<file path="src/core/nvsc_pkg.sv">
`default_nettype none
package nvsc_pkg;
    localparam int CLK_PERIOD_NS = 40;
    localparam int CNT_W         = 18;

    // times as printed, in their own units
    localparam int READ_ACCESS_NS           = 45;
    localparam int WRITE_PULSE_NS           = 30;
    localparam int HW_REQUEST_PULSE_NS      = 20;
    localparam int REQUEST_TO_BUSY_NS       = 300;
    localparam int INHIBIT_RELEASE_NS       = 700;
    localparam int RECALL_DURATION_US       = 20;
    localparam int STORE_DURATION_MS        = 10;
    localparam int POWERUP_RECALL_DURATION_US = 550;

    // host waits out a device maximum, so every count rounds up
    function automatic int cycUp(input int ns);
        int c;
        c = (ns + CLK_PERIOD_NS - 1) / CLK_PERIOD_NS;
        return (c < 1) ? 1 : c;
    endfunction : cycUp

    localparam int READ_CYC      = cycUp(READ_ACCESS_NS);
    localparam int PULSE_CYC     = cycUp(WRITE_PULSE_NS);
    localparam int REQ_MIN_CYC   = cycUp(HW_REQUEST_PULSE_NS);
    localparam int REQ_CYC       = cycUp(REQUEST_TO_BUSY_NS);
    localparam int RECOVER_CYC   = cycUp(INHIBIT_RELEASE_NS);
    localparam int RECALL_CYC    = cycUp(RECALL_DURATION_US * 1000);
    localparam int STORE_CYC     = cycUp(STORE_DURATION_MS * 1000000);
    localparam int POWERUP_CYC   = cycUp(POWERUP_RECALL_DURATION_US * 1000);
    localparam int SYNC_CYC      = 2;

    localparam logic [14:0] ADDR_RST   = 15'h0000;
    localparam logic [7:0]  DATA_RST   = 8'h00;
    localparam logic [2:0]  SEQ_LAST   = 3'h5;
    localparam logic [13:0] SEQ_ADDR0  = 14'h0E38;
    localparam logic [13:0] SEQ_ADDR1  = 14'h31C7;
    localparam logic [13:0] SEQ_ADDR2  = 14'h03E0;
    localparam logic [13:0] SEQ_ADDR3  = 14'h3C1F;
    localparam logic [13:0] SEQ_ADDR4  = 14'h303F;
    localparam logic [13:0] STORE_ADDR = 14'h0FC0;
    localparam logic [13:0] RECALL_ADDR = 14'h0C63;

    typedef enum logic [2:0] {
        OP_READ, OP_WRITE, OP_SW_STORE, OP_SW_RECALL, OP_HW_STORE
    } nvsc_op_type;

    typedef struct packed {
        nvsc_op_type op;
        logic [14:0] addr;
        logic [7:0]  wdata;
    } nvsc_cmd_type;

    typedef struct packed {
        logic        chipEnableN;
        logic        outputEnableN;
        logic        writeEnableN;
        logic [14:0] addressBus;
        logic [7:0]  dataBusOut;
        logic        dataBusOe;
        logic        storeBusyNOut;
        logic        storeBusyNOe;
    } nvsc_pin_type;

    localparam nvsc_pin_type PIN_RST = '{1'b1, 1'b1, 1'b1, ADDR_RST, DATA_RST,
                                         1'b0, 1'b0, 1'b0};

    function automatic logic [14:0] seqAddr(input logic [2:0] idx, input logic recall);
        logic [13:0] a;
        unique case (idx)
            3'h0: a = SEQ_ADDR0;
            3'h1: a = SEQ_ADDR1;
            3'h2: a = SEQ_ADDR2;
            3'h3: a = SEQ_ADDR3;
            3'h4: a = SEQ_ADDR4;
            default: a = recall ? RECALL_ADDR : STORE_ADDR;
        endcase
        return {1'b0, a};
    endfunction : seqAddr
endpackage : nvsc_pkg
`default_nettype wire

</file>
<file path="src/core/nvsc_sync.sv">
`timescale 1ns/1ps
`default_nettype none
module nvsc_sync #(
    parameter int          W       = 1,
    parameter logic [W-1:0] RST_VAL = '0
) (
    // clock and reset
    input  wire logic         clk_sys,
    input  wire logic         rst,
    // pins in, synchronised out
    input  wire logic [W-1:0] asyncIn,
    output logic      [W-1:0] syncOut
);
    logic [W-1:0] stage1_ff;
    logic [W-1:0] stage2_ff;

    always_ff @(posedge clk_sys) begin
        if (rst) begin
            stage1_ff <= RST_VAL;
            stage2_ff <= RST_VAL;
        end else begin
            stage1_ff <= asyncIn;
            stage2_ff <= stage1_ff;
        end
    end

    assign syncOut = stage2_ff;
endmodule : nvsc_sync
`default_nettype wire

</file>
<file path="src/core/nvsc_ctrl.sv">
// Function
// RQ1: device reads when chip and output enable low, write and busy high.
// RQ2: read data follows address changes and stays valid until control changes.
// RQ3: device writes when chip and write enable low; data taken at end.
// RQ4: host holds address stable across the whole write cycle.
// RQ5: device floats outputs during write; host keeps output enable high.
// RQ6: device latches recall at power-up and runs it above switch threshold.
// RQ7: power-up recall completes within 550 microseconds.
// RQ8: host presents no write condition when power-up recall ends.
// RQ9: six chip-enable reads ending 0FC0 start a software store.
// RQ10: six reads, same first five, ending 0C63 start a recall, low 14 bits compared.
// RQ11: host toggles chip enable per sequence access, write enable high throughout.
// RQ12: any other access between steps abandons the sequence.
// RQ13: sequence accepted with output enable either level; reads only.
// RQ14: after sixth address, store runs, access blocked up to 10 ms.
// RQ15: store erases nonvolatile copy, then programs it from SRAM.
// RQ16: during store or recall normal SRAM access is refused.
// RQ17: hardware store request holds store-busy low at least 20 ns.
// RQ18: device allows a running cycle at least 1 us before storing.
// RQ19: device drives store-busy low within 300 ns of request.
// RQ20: inhibit lifts within 700 ns after store-busy returns high.
// RQ21: supply loss drives store-busy low 1 us for automatic store.
// RQ22: with no write since last nonvolatile cycle, automatic store skipped.
// RQ23: device holds store-busy low for the whole store.
// RQ24: writes requested while store-busy low are blocked.
// RQ25: after store the device stays disabled until store-busy seen high.
// RQ26: software recall finishes within recall duration, then access resumes.
`timescale 1ns/1ps
`default_nettype none
module nvsc_ctrl #(
    parameter int STORE_WAIT_CYC   = nvsc_pkg::STORE_CYC,
    parameter int POWERUP_WAIT_CYC = nvsc_pkg::POWERUP_CYC
) (
    // clock and reset
    input  wire logic                   clk_sys,
    input  wire logic                   rst,
    // command port
    input  wire logic                   cmdValid,
    input  wire nvsc_pkg::nvsc_cmd_type cmd,
    output logic                        cmdReady,
    // answers and status
    output logic                        rspValid,
    output logic [7:0]                  rspData,
    output logic                        nvBusy,
    // memory pins
    output nvsc_pkg::nvsc_pin_type      pinOut,
    input  wire logic [7:0]             dataBusIn,
    input  wire logic                   storeBusyNIn
);
    import nvsc_pkg::*;

    typedef enum logic [3:0] {
        ST_PWRUP, ST_IDLE, ST_READ, ST_WSETUP, ST_WPULSE, ST_WHOLD,
        ST_SEQSETUP, ST_SEQPULSE, ST_NVWAIT, ST_HWREQ, ST_BUSYWAIT, ST_RECOVER
    } nvsc_state_type;

    localparam logic [CNT_W-1:0] CNT_READ  = CNT_W'(READ_CYC + SYNC_CYC - 1);
    localparam logic [CNT_W-1:0] CNT_PULSE = CNT_W'(PULSE_CYC - 1);
    localparam logic [CNT_W-1:0] CNT_REQ   = CNT_W'(REQ_CYC - 1);
    localparam logic [CNT_W-1:0] CNT_REC   = CNT_W'(RECOVER_CYC - 1);
    localparam logic [CNT_W-1:0] CNT_RCL   = CNT_W'(RECALL_CYC - 1);
    localparam logic [CNT_W-1:0] CNT_STORE = CNT_W'(STORE_WAIT_CYC - 1);
    localparam logic [CNT_W-1:0] CNT_PWRUP = CNT_W'(POWERUP_WAIT_CYC - 1);

    nvsc_state_type   state_ff, nxt_state;
    logic [CNT_W-1:0] cnt_ff, nxt_cnt;
    logic [2:0]       seqIdx_ff, nxt_seqIdx;
    logic             recall_ff, nxt_recall;
    nvsc_pin_type     pin_ff, nxt_pin;
    logic             ready_ff, nxt_ready;
    logic             rspValid_ff, nxt_rspValid;
    logic [7:0]       rspData_ff, nxt_rspData;
    logic             nvBusy_ff, nxt_nvBusy;
    logic [7:0]       dataSync;
    logic             busySync;

    // pins come from outside the clock domain
    nvsc_sync #(.W(9), .RST_VAL(9'h100)) u_sync (
        .clk_sys (clk_sys),
        .rst     (rst),
        .asyncIn ({storeBusyNIn, dataBusIn}),
        .syncOut ({busySync, dataSync})
    );

    always_comb begin
        nxt_state    = state_ff;
        nxt_cnt      = (cnt_ff != '0) ? cnt_ff - CNT_W'(1) : cnt_ff;
        nxt_seqIdx   = seqIdx_ff;
        nxt_recall   = recall_ff;
        nxt_pin      = pin_ff;
        nxt_rspValid = 1'b0;
        nxt_rspData  = rspData_ff;
        unique case (state_ff)
            ST_PWRUP: begin
                // write enable stays high until recall is surely over
                nxt_pin.writeEnableN = 1'b1; // RQ8
                if (cnt_ff == '0) begin
                    nxt_state = ST_IDLE;
                end
            end
            ST_IDLE: begin
                // a command taken while ready is never dropped; device inhibits it
                if (cmdValid && ready_ff) begin
                    nxt_pin.addressBus = cmd.addr;
                    unique case (cmd.op)
                        OP_READ: begin
                            nxt_pin.chipEnableN   = 1'b0;
                            nxt_pin.outputEnableN = 1'b0;
                            nxt_cnt               = CNT_READ;
                            nxt_state             = ST_READ;
                        end
                        OP_WRITE: begin
                            // address and data settle before enables fall
                            nxt_pin.dataBusOut = cmd.wdata;
                            nxt_pin.dataBusOe  = 1'b1;
                            nxt_state          = ST_WSETUP; // RQ4
                        end
                        OP_SW_STORE, OP_SW_RECALL: begin
                            nxt_recall         = (cmd.op == OP_SW_RECALL);
                            nxt_seqIdx         = 3'h0;
                            nxt_pin.addressBus = seqAddr(3'h0, cmd.op == OP_SW_RECALL);
                            nxt_state          = ST_SEQSETUP;
                        end
                        OP_HW_STORE: begin
                            nxt_pin.storeBusyNOe = 1'b1; // RQ17
                            nxt_cnt              = CNT_REQ;
                            nxt_state            = ST_HWREQ;
                        end
                        default: begin
                            nxt_state = ST_IDLE;
                        end
                    endcase
                end else if (!busySync) begin
                    // store in progress: keep off the bus until it ends
                    nxt_state = ST_BUSYWAIT; // RQ24
                end
            end
            ST_READ: begin
                // wait covers access time plus synchroniser latency
                if (cnt_ff == '0) begin
                    nxt_rspData           = dataSync;
                    nxt_rspValid          = 1'b1;
                    nxt_pin.chipEnableN   = 1'b1;
                    nxt_pin.outputEnableN = 1'b1;
                    nxt_state             = ST_IDLE;
                end
            end
            ST_WSETUP: begin
                nxt_pin.chipEnableN  = 1'b0;
                nxt_pin.writeEnableN = 1'b0;
                nxt_cnt              = CNT_PULSE;
                nxt_state            = ST_WPULSE;
            end
            ST_WPULSE: begin
                if (cnt_ff == '0) begin
                    nxt_pin.chipEnableN  = 1'b1;
                    nxt_pin.writeEnableN = 1'b1;
                    nxt_state            = ST_WHOLD;
                end
            end
            ST_WHOLD: begin
                // data and address held one cycle past the rising enables
                nxt_pin.dataBusOe = 1'b0; // RQ4
                nxt_rspValid      = 1'b1;
                nxt_state         = ST_IDLE;
            end
            ST_SEQSETUP: begin
                // each step is its own chip-enable pulse, write enable high
                nxt_pin.chipEnableN  = 1'b0; // RQ11
                nxt_pin.writeEnableN = 1'b1; // RQ11
                nxt_cnt              = CNT_PULSE;
                nxt_state            = ST_SEQPULSE;
            end
            ST_SEQPULSE: begin
                if (cnt_ff == '0) begin
                    nxt_pin.chipEnableN = 1'b1; // RQ11
                    if (seqIdx_ff == SEQ_LAST) begin
                        nxt_cnt   = recall_ff ? CNT_RCL : CNT_STORE; // RQ14 RQ26
                        nxt_state = ST_NVWAIT;
                    end else begin
                        nxt_seqIdx         = seqIdx_ff + 3'h1;
                        nxt_pin.addressBus = seqAddr(seqIdx_ff + 3'h1, recall_ff); // RQ9 RQ10
                        nxt_state          = ST_SEQSETUP;
                    end
                end
            end
            ST_NVWAIT: begin
                // device refuses access for the whole nonvolatile cycle
                if (cnt_ff == '0) begin
                    nxt_state = ST_BUSYWAIT; // RQ16
                end
            end
            ST_HWREQ: begin
                // held past the busy response time, then the pin is let go
                if (cnt_ff == '0) begin
                    nxt_pin.storeBusyNOe = 1'b0; // RQ17
                    nxt_state            = ST_BUSYWAIT;
                end
            end
            ST_BUSYWAIT: begin
                if (busySync && !pin_ff.storeBusyNOe) begin
                    nxt_cnt   = CNT_REC; // RQ25
                    nxt_state = ST_RECOVER;
                end
            end
            ST_RECOVER: begin
                if (!busySync) begin
                    nxt_state = ST_BUSYWAIT;
                end else if (cnt_ff == '0) begin
                    nxt_state = ST_IDLE; // RQ20
                end
            end
        endcase
        nxt_ready  = (nxt_state == ST_IDLE) && busySync && !(cmdValid && ready_ff);
        nxt_nvBusy = !(nxt_state inside {ST_IDLE, ST_READ, ST_WSETUP, ST_WPULSE, ST_WHOLD});
    end

    always_ff @(posedge clk_sys) begin
        if (rst) begin
            state_ff    <= ST_PWRUP;
            cnt_ff      <= CNT_PWRUP;
            seqIdx_ff   <= 3'h0;
            recall_ff   <= 1'b0;
            pin_ff      <= PIN_RST;
            ready_ff    <= 1'b0;
            rspValid_ff <= 1'b0;
            rspData_ff  <= DATA_RST;
            nvBusy_ff   <= 1'b1;
        end else begin
            state_ff    <= nxt_state;
            cnt_ff      <= nxt_cnt;
            seqIdx_ff   <= nxt_seqIdx;
            recall_ff   <= nxt_recall;
            pin_ff      <= nxt_pin;
            ready_ff    <= nxt_ready;
            rspValid_ff <= nxt_rspValid;
            rspData_ff  <= nxt_rspData;
            nvBusy_ff   <= nxt_nvBusy;
        end
    end

    assign pinOut   = pin_ff;
    assign cmdReady = ready_ff;
    assign rspValid = rspValid_ff;
    assign rspData  = rspData_ff;
    assign nvBusy   = nvBusy_ff;

    AST_WRITE_ADDR_STABLE: assert property (@(posedge clk_sys) disable iff (rst) // RQ4
        (!pin_ff.writeEnableN && !pin_ff.chipEnableN) |=> $stable(pin_ff.addressBus))
        else $error("address moved while write enables were low");

    AST_NO_WRITE_IN_PWRUP: assert property (@(posedge clk_sys) disable iff (rst) // RQ8
        (state_ff == ST_PWRUP) |-> (pin_ff.writeEnableN && pin_ff.chipEnableN))
        else $error("write condition present during power-up recall");

    AST_SEQ_WE_HIGH: assert property (@(posedge clk_sys) disable iff (rst) // RQ11
        (state_ff inside {ST_SEQSETUP, ST_SEQPULSE}) |-> pin_ff.writeEnableN)
        else $error("write enable low inside the software sequence");

    AST_SEQ_CE_TOGGLE: assert property (@(posedge clk_sys) disable iff (rst) // RQ11
        (state_ff == ST_SEQSETUP) |=> $fell(pin_ff.chipEnableN) ##1 pin_ff.chipEnableN)
        else $error("sequence step not framed by one chip-enable pulse");

    AST_HW_PULSE_WIDTH: assert property (@(posedge clk_sys) disable iff (rst) // RQ17
        $rose(pin_ff.storeBusyNOe) |-> pin_ff.storeBusyNOe[*8] ##1 !pin_ff.storeBusyNOe)
        else $error("store request pulse of wrong length");

    COV_READ:   cover property (@(posedge clk_sys) disable iff (rst) rspValid_ff && pin_ff.writeEnableN);
    COV_WRITE:  cover property (@(posedge clk_sys) disable iff (rst) state_ff == ST_WHOLD);
    COV_SEQ:    cover property (@(posedge clk_sys) disable iff (rst)
        state_ff == ST_SEQPULSE && seqIdx_ff == SEQ_LAST);
    COV_HWBUSY: cover property (@(posedge clk_sys) disable iff (rst)
        state_ff == ST_BUSYWAIT && !busySync);
endmodule : nvsc_ctrl
`default_nettype wire

</file>
<file path="config.mk">
export PLATFORM = sky130hd
export DESIGN_NAME = nvsc_ctrl
export DESIGN_NICKNAME = d
export VERILOG_FILES = /design/src/core/nvsc_pkg.sv /design/src/core/nvsc_sync.sv /design/src/core/nvsc_ctrl.sv
export SDC_FILE = /design/constraint.sdc
export NUM_CORES = 1
export LEC_CHECK = 0
export ABC_AREA = 1
export BUFFER_PORTS_ARGS = -buffer_cell sky130_fd_sc_hd__buf_2
export CORE_MARGIN = 2
export CORE_UTILIZATION = 55
export CTS_BUF_LIST = sky130_fd_sc_hd__clkbuf_16
export DETAILED_ROUTE_END_ITERATION = 8
export GPL_ROUTABILITY_DRIVEN = 0
export PLACE_DENSITY = 0.79
export SLEW_MARGIN = 20
export SYNTH_ARGS = -nofsm -noshare
export SYNTH_HDL_FRONTEND = slang
export SYNTH_SLANG_ARGS = --single-unit
</file>
<file path="constraint.sdc">
create_clock -name clk_sys -period 2.42 [get_ports clk_sys]
set_clock_uncertainty 0.1 [all_clocks]
set_input_delay 0.363 -clock clk_sys [delete_from_list [all_inputs] [get_ports clk_sys]]
set_output_delay 0.363 -clock clk_sys [all_outputs]
set_load 0.1 [all_outputs]
</file>
==> results.ini, run 1 <==
[min_path]
min_to=u_sync.stage1_ff[8]
hold_depth=2
hp-start=storeBusyNIn
min_path_type=in -> reg

[worst_setup_path]
critPathLaunchType=flop
critPathTopFamily=simple AND/OR/NAND/NOR gates
r2r_end=cnt_ff[0]
crit_path_max_incr_delay_ps=320
timing.rr.start=cnt_ff[0]
required_ps=2550
reg2reg_depth=13
cp.arrival_ps=2380
crit_chain=inv_1 > ha_1 > nand3_1 > nor2_1 > nand3_4 > inv_1 > nand2_1 > nand2_1 > inv_1 > nand2_1 > nand3_1 > nor2_1 > nor2_1
crit_fanout=15
rrSetupSlack_ps=180
critPathCaptureType=flop
critPathKind=reg -> reg
path_buf_inv=3
slowest_stage=dfxtp_1

[route]
dr.pass1.iters=5
ant_nets=0
drtIter0Drc=390
drc_errors=0
vias=4452
finalWirelength_um=11200
wl_per_cell_um=13.9
avgViaCountPerCell=5.50

[run]
cap_violations=0

[power]
p_int_mw=2.25
ir_drop_v=0.000448
power_frac_seq_pct=47.9
p_comb_share_pct=5.0
clockPowerShare_pct=47.1
p_sw_share_pct=23.2
p_leak_nw=2.41
p_sw_mw=0.680
p_per_area_nw_per_um2=574

[timing]
slew_violations=0
slew_headroom_pct=59.8
clock.fmax_mhz=446
period_minus_slack_ps=2240
rsz0062_at_grt=true
tightest_slew_ps=601
setup_viol=0
period_share_pct=92.7
finalHoldViolations=0

[floorplan]
die_w_um=92.6
dieArea_sq_um=8570
fp.dieH_um=92.6
rows=32
num_io_pins=78
coreArea_sq_um=7650
initial_core_util_pct=56.4

[global_routing]
grt_overflow_total=0
grt_pass1_vias=4047
grt_start_max_net_pins=55
grt_usage_pct=26.9
grt_pass1_wl_um=18500
antenna_found_initial=0

[place]
dpl_cell_area_sq_um=4790
dp_cells=794
io_buffers=76
place_hpwl_um=8200

[layout]
antennaDiodeCount=0
nFillCells=657
area_growth_pct=18.2
layout.nets=748
finalInstanceArea_sq_um=5100
final_cells=810
drive_above_1_share_pct=18.8

[synth]
synth_top_area_share_pct=38.5
ys.flop_type=dfxtp_1
synth_cell_types=45
async_reset_ff_share_pct=0
ys_ff_latch=83
synth_seq_area_share_pct=38.5
yosysMostFrequentCell=nand2_1
yosys_warnings=0
synth_nets=671
synthesis.area_sq_um=4310
syn-mean-instance-area_sq_um=6.89
synth_common_cells=119 x nand2_1, 85 x nor2_1, 83 x dfxtp_1
syn_inst=626
ys_top_cells_by_area=dfxtp_1 39%, nand2_1 10%, nor2_1 7.4%, inv_1 6.8%, o21ai_0 5.7%
synth-edff-count=0
yosysTopAreaCell=dfxtp_1

[clocking]
insertion_delay_ps=350
clock_path_buffers=2
cts_root_buf=clkbuf_16
cts_hold_buf=0
path_clk_slew_ps=60
htree_levels=3
cts_tree=done
clock_sinks=83
cts_made_buffers=9

[status]
outcome=finished clean

flip-flops by register name (all words and copies together), names as in the netlist:
register,cells
pinOut,28
seqIdx_ff,3
rspData,8
u_sync.syncOut,9
nvBusy,1
recall_ff,1
u_sync.stage1_ff,9
state_ff,4
cmdReady,1
rspValid,1
cnt_ff,18
logic make-up (layout without fill, tap and decap cells):
family / after synthesis / count (layout) / share of synthesized area, %
AOI/OAI and AO/OA: 121 / 121 / 15.7
other: 1 / 1 / 0.0869
adders and majority gates: 7 / 7 / 2.03
DFF: 83 / 83 / 38.5
and+or+nand+nor: 301 / 301 / 31.8
xor gates and xnor gates: 10 / 10 / 2.03
buffers and inverters: 103 / 185 / 9.81
metal layers:
layer	track usage, %	wire (um)	vias to the layer above
met2	42.6	5060	211
met5	0	0	-
met3	5.78	907	27
met1	36.0	4990	2026
li1	-	-	2188
met4	9.83	267	0
what timing repair did:
action                                  4_1_cts  5_1_grt
gates resized for setup                       0        1
endpoints found under the setup margin        0        6
setup buffers                                 0        0
layout by cell type (no fill, tap or decap), types with 2 or more instances in the layout:
cell type / Yosys / final
inv_1: 78 / 78
nor2_2: 5 / 5
nand2_4: 4 / 3
nand2_2: 3 / 3
a21oi_2: 3 / 3
or2_2: 3 / 3
nor3_1: 13 / 13
dfxtp_1: 83 / 83
clkbuf_16: 0 / 9
buf_2: 2 / 76
nor2_1: 85 / 85
o211ai_1: 4 / 4
nand3_1: 44 / 44
a211oi_1: 2 / 2
o21bai_1: 2 / 2
clkinv_4: 0 / 2
ha_1: 7 / 7
nand2_1: 119 / 119
o21ai_1: 2 / 2
nand4_1: 13 / 13
xnor2_1: 4 / 4
xor2_1: 6 / 6
nor2_4: 5 / 5
a21oi_1: 47 / 47
clkinvlp_4: 0 / 2
nand3b_1: 3 / 3
clkinv_1: 1 / 2
buf_4: 3 / 7
a31oi_1: 3 / 3
o21a_1: 2 / 2
o21ai_0: 49 / 49
a221oi_1: 2 / 2
inv_2: 5 / 5
worst max-delay path by stage:
stage,from,to,slack (ps),cells past startpoint
final,cnt_ff[0],cnt_ff[0],180,13
after floorplan,cmdReady,pinOut[23],10,8
after CTS,cnt_ff[0],cmdReady,190,12
after global routing,cnt_ff[0],cnt_ff[0],-40,13
after detailed placement,cnt_ff[0],cnt_ff[16],300,9
after global placement,cnt_ff[0],cnt_ff[3],370,9
metrics by stage:
step	worst slack [ps]	utilization [%]	TNS (ps)	hold slack [ps]	total power [mW]
after floorplan	12.1	-	0	288	1.52
after global placement	371	62.6	0	292	1.57
after detailed placement	299	62.6	0	295	1.57
after CTS	193	66.6	0	99.2	2.93
after global routing	-42.0	66.7	-91.7	111	3.01
final	176	66.7	0	101	2.93
final cells by class:
type / instances / area, sq um / share of cell area [%]
Clock buffer: 9 / 225 / 4.42
Clock inverter: 7 / 77.6 / 1.52
Inverter: 86 / 338 / 6.62
Multi-Input combinational cell: 440 / 2240 / 43.9
Sequential cell: 83 / 1660 / 32.6
Tap cell: 102 / 128 / 2.50
Timing Repair Buffer: 83 / 433 / 8.49
power groups by stage:
stage | Sequential, mW | Combinational (mW) | Clock (mW)
final | 1.40 | 0.146 | 1.38
after global placement | 1.43 | 0.138 | 0
after floorplan | 1.43 | 0.0895 | 0
after CTS | 1.40 | 0.143 | 1.39
after global routing | 1.40 | 0.162 | 1.45
after detailed placement | 1.43 | 0.141 | 0
Power figures use the tool's default switching activity.
==> run 2: changes to the inputs <==
CORE_ASPECT_RATIO = 1.1   (was default)
CORE_UTILIZATION = 52   (was 55)
PLACE_DENSITY = 0.75   (was 0.79)
==> results.ini, run 2 (synthesized netlist as in run 1, its figures left out) <==
[power]
p_comb_share_pct=4.9  ; about the same
p_sw_share_pct=24.9  ; +1.6 points
ir_drop_v=0.000382  ; -15%
p_int_mw=2.16  ; -3.7%
p_sw_mw=0.717  ; +5.4%
power_frac_seq_pct=48.6  ; +0.7 points
p_leak_nw=2.43  ; +0.70%
clockPowerShare_pct=46.5  ; -0.6 points
p_per_area_nw_per_um2=561  ; -2.2%

[route]
ant_nets=0  ; unchanged
drc_errors=0  ; unchanged
dr.pass1.iters=7  ; +2
drtIter0Drc=419  ; +7.4%
finalWirelength_um=11400  ; +1.4%
route.met2.wl_um=5550  ; +9.7%
top_layer_used=met4
avgViaCountPerCell=5.42  ; -1.4%
met1_length_um=4700  ; -5.8%
routed-wl-met3_um=690  ; -24%
wl_per_cell_um=13.9  ; +0.17%
vias=4446  ; -0.13%

[worst_setup_path]
critPathLaunchType=flop
crit_fanout=15  ; unchanged
r2r_end=cmdReady
required_ps=2590  ; +40 ps
critPathKind=reg -> reg
crit_chain=inv_1 > ha_1 > nand3_1 > nor2_1 > nand3_4 > nand2_8 > nand2_1 > nor2_1 > nand2_1 > nand2_1 > nand3_1 > nor2_1
cp.arrival_ps=2340  ; -40 ps
rrSetupSlack_ps=250  ; +70 ps
crit_path_max_incr_delay_ps=320  ; about the same
slowest_stage=dfxtp_1
critPathCaptureType=flop
timing.rr.start=cnt_ff[0]
reg2reg_depth=12  ; -1

[timing]
fin_tns_setup_ps=0  ; unchanged
clock.fmax_mhz=461  ; +3.4%
slew_violations=0  ; unchanged
rsz0062_at_grt=false
slew_headroom_pct=59.4  ; -0.38 points
finalHoldViolations=0  ; unchanged
fin_ws_ps=250  ; +73.8 ps
tightest_slew_ps=608  ; +6.82 ps
period_share_pct=89.7  ; -3.1 points
period_minus_slack_ps=2170  ; -73.8 ps
setup_viol=0  ; unchanged

[clocking]
cts_tree=done
clock_sinks=83  ; unchanged
cts_made_buffers=9  ; unchanged
insertion_delay_ps=340  ; about the same
cts_hold_buf=0  ; unchanged
htree_levels=3  ; unchanged
cts_root_buf=clkbuf_16
clock_path_buffers=2  ; unchanged
path_clk_slew_ps=70  ; about the same

[run]
cap_violations=0  ; unchanged

[layout]
drive_above_1_share_pct=19.4  ; +0.60 points
antennaDiodeCount=0  ; unchanged
final_common_cell=nand2_1
final_cell_mix=119 x nand2_1, 85 x nor2_1, 83 x dfxtp_1, 78 x inv_1, 76 x buf_2
layout.nets=752  ; +0.53%
largest_reg_flops=28  ; unchanged
area_growth_pct=19.0

[floorplan]
fp.dieH_um=99.5  ; +7.5%
dieArea_sq_um=9040  ; +5.5%
num_io_pins=78  ; unchanged
initial_core_util_pct=53.9  ; -2.5 points
coreArea_sq_um=8000  ; +4.6%
die_w_um=90.8  ; -1.9%
rows=34  ; +6.3%

[status]
outcome=finished clean

[place]
pre_cts_slack_ps=289  ; -10.1 ps
place_hpwl_um=8490  ; +3.6%
io_buffers=76  ; unchanged

[min_path]
min_path_type=in -> reg
min_to=u_sync.stage1_ff[8]
hp-start=storeBusyNIn
hold_depth=2  ; unchanged

[global_routing]
grt_usage_pct=25.7  ; -1.2 points
grt_start_max_net_pins=55  ; unchanged
grt_pass1_vias=4186  ; +3.4%
grt_overflow_total=0  ; unchanged
antenna_found_initial=0  ; unchanged
grt_pass1_wl_um=18800  ; +1.7%

run 2: worst max-delay path by stage:
stage | start | endpoint | slack [ps] | cells after the start
global route | cnt_ff[0] | cmdReady | 30 | 12
detailed placement | cnt_ff[0] | cnt_ff[3] | 290 | 9
finish | cnt_ff[0] | cmdReady | 250 | 12
CTS | cnt_ff[0] | cmdReady | 230 | 12
floorplan | cmdReady | pinOut[23] | 10 | 8
global placement | cnt_ff[0] | cnt_ff[3] | 380 | 9
run 2: cell type report:
type                       count  area (sq um)
sequential                    83          1660
clock buffer                   9           225
tap                          108           135
inverter                      86           338
multi-input combinational    440          2240
clock inverter                 7          71.3
fill                         767          2870
timing repair buffer          87           463
run 2: timing repair:
item	4_1_cts	5_1_grt
resized for setup	0	1
buffers inserted	0	0
endpoints found under the setup margin	0	1
run 2: power by group through the flow:
stage | registers [mW] | logic (mW) | clock network [mW]
global placement | 1.43 | 0.137 | 0
floorplan | 1.43 | 0.0895 | 0
global route | 1.40 | 0.160 | 1.41
CTS | 1.40 | 0.141 | 1.37
finish | 1.40 | 0.141 | 1.34
detailed placement | 1.43 | 0.141 | 0
run 2: per-layer routing:
metal  global-route usage, %  up-vias
met2                    44.7      193
met5                       0        -
li1                        -     2198
met1                    30.3     2012
met3                    4.77       43
met4                    13.3        0
run 2: stage by stage:
step | instance area, sq um | hold slack, ps | util (%) | instances | power (mW)
after floorplan | 4310 | 288 | - | 626 | 1.52
after global placement | 4830 | 289 | 60.3 | 804 | 1.57
after detailed placement | 4830 | 292 | 60.3 | 804 | 1.57
after CTS | 5120 | 96.1 | 64.0 | 820 | 2.91
after global routing | 5130 | 116 | 64.2 | 820 | 2.97
final | 5130 | 100 | 64.2 | 820 | 2.88
run 2: worst max-delay path: cells and delay by family, from the launching register on:
family,cells,cell delay (ps)
adder cells (fa/ha/maj),1,200
buffers and inverters,1,140
flip-flops,1,320
AND/OR/NAND/NOR,10,1330
==> run 3: changes to the inputs <==
CORE_UTILIZATION = 40   (was 52)
PLACE_DENSITY = 0.6   (was 0.75)
REMOVE_ABC_BUFFERS = 1   (was default)
==> results.ini, run 3 (synthesized netlist as in run 1, its figures left out) <==
[clocking]
clock_sinks=83  ; unchanged
clock_path_buffers=2  ; unchanged
cts_hold_buf=0  ; unchanged
path_clk_slew_ps=60  ; about the same
post_cts_buffers=0  ; unchanged
cts_root_buf=clkbuf_16
cts_tree=done
post_cts_resized=0  ; unchanged
cts_made_buffers=9  ; unchanged
insertion_delay_ps=340  ; about the same
htree_levels=3  ; unchanged

[power]
p_leak_nw=2.42  ; -0.32%
p_per_area_nw_per_um2=569  ; +1.5%
ir_drop_v=0.000487  ; +27%
finalPower_mw=2.94  ; +1.9%

[worst_setup_path]
crit_path_max_incr_delay_ps=320  ; about the same
critPathLaunchType=flop
critPathCaptureType=flop
crit_chain=inv_1 > ha_1 > nand3_1 > nor2_1 > nand3_4 > nand2_4 > nand2_1 > nor2_1 > nand2_1 > nand2_1 > nand3_1 > nor2_1
crit_fanout=15  ; unchanged
path_buf_inv=1  ; unchanged
slowest_stage=dfxtp_1
critPathKind=reg -> reg
critPathTopFamily=simple AND/OR/NAND/NOR gates
rrSetupSlack_ps=210  ; -40 ps
cp.arrival_ps=2390  ; +50 ps
required_ps=2600  ; about the same

[global_routing]
grt_pass1_vias=3936  ; -6.0%
grt_start_max_net_pins=31  ; -44%
antenna_found_initial=0  ; unchanged
grt_overflow_total=0  ; unchanged
grt_pass1_wl_um=18600  ; -1.5%
grt_usage_pct=20.1  ; -5.6 points

[floorplan]
die_w_um=103  ; +13%
initial_core_util_pct=41.3  ; -13 points
num_io_pins=78  ; unchanged
fp.dieH_um=113  ; +13%
coreArea_sq_um=10400  ; +31%
rows=39  ; +15%
dieArea_sq_um=11600  ; +29%

[place]
io_buffers=76  ; unchanged
dp_cells=837  ; +4.1%
place_hpwl_um=8510  ; +0.23%
pre_cts_slack_ps=279  ; -10.0 ps

[route]
dr.pass1.iters=6  ; -1
drc_errors=0  ; unchanged
met1_length_um=5160  ; +9.8%
ant_nets=0  ; unchanged
routed-wl-met3_um=777  ; +13%
avgViaCountPerCell=5.08  ; -6.4%
vias=4329  ; -2.6%
drtIter0Drc=303  ; -28%
finalWirelength_um=11200  ; -1.4%
wl_per_cell_um=13.2  ; -5.2%
route.met2.wl_um=5000  ; -10%
top_layer_used=met4

[timing]
slew_violations=0  ; unchanged
fin_ws_ps=212  ; -38.3 ps
period_share_pct=91.2  ; +1.6 points
fin_tns_setup_ps=0  ; unchanged
clock.fmax_mhz=453  ; -1.7%
rsz0062_at_grt=false
tightest_slew_ps=639  ; +31.4 ps
period_minus_slack_ps=2210  ; +38.3 ps
slew_headroom_pct=56.9  ; -2.5 points
finalHoldViolations=0  ; unchanged
setup_viol=0  ; unchanged
hold-worst-slack_ps=100  ; -0.111 ps

[layout]
final_cell_mix=119 x nand2_1, 85 x nor2_1, 83 x dfxtp_1, 78 x inv_1, 76 x buf_2
antennaDiodeCount=0  ; unchanged
area_growth_pct=19.6
drive_above_1_share_pct=19.0  ; -0.37 points
final_cells=853  ; +4.0%
largest_reg_flops=28  ; unchanged
layout.nets=750  ; -0.27%
final_common_cell=nand2_1

[run]
cap_violations=0  ; unchanged

[min_path]
min_path_type=in -> reg

[status]
outcome=finished clean

==> run 3: cell types whose count changed in the layout (fill, tap and decap cells not counted), sizes merged <==
cell / delta
buf: -2
inv: -1
clkinv: +1
clkinvlp: -1
bufinv: +1
==> run 3: layer usage <==
layer	track usage, %	up-vias
met5	0	-
met4	7.98	0
met3	4.32	20
met2	31.0	164
met1	27.3	1949
li1	-	2196
==> run 3: area by class of cell <==
class                      instances  area [sq um]
inverter                          86           338
multi-input combinational        440          2230
timing repair buffer              85           448
clock buffer                       9           225
fill                            1074          5290
sequential                        83          1660
clock inverter                     7          76.3
tap                              143           179
==> run 3: per-stage QoR <==
stage                     utilization (%)  instance area, sq um
after global placement               46.5                  4850
final                                49.4                  5160
after floorplan                         -                  4230
after global routing                 49.4                  5160
after CTS                            49.4                  5160
after detailed placement             46.5                  4850
==> run 3: report_power, final <==
part	internal [mW]	total (mW)	switching (mW)
clock	0.807	1.39	0.585
sequential	1.39	1.40	0.0128
combinational	0.0553	0.144	0.0888
total	2.25	2.94	0.687
==> run 3: worst paths after layout <==
path                                     startpoint  cells after the start                   to
worst max-delay path                      cnt_ff[0]                     12             cmdReady
worst min-delay path                   storeBusyNIn                      2  u_sync.stage1_ff[8]
worst max register to register            cnt_ff[0]                     12             cmdReady
worst min register to register  u_sync.stage1_ff[7]                      2    u_sync.syncOut[7]
==> run 3: worst register-to-register path: stages (launching register included) <==
cell and delay (ps):
dfxtp_1 320, inv_1 130, ha_1 220, nand3_1 90, nor2_1 170, nand3_4 220
nand2_4 160, nand2_1 100, nor2_1 190, nand2_1 130, nand2_1 130, nand3_1 80
nor2_1 110
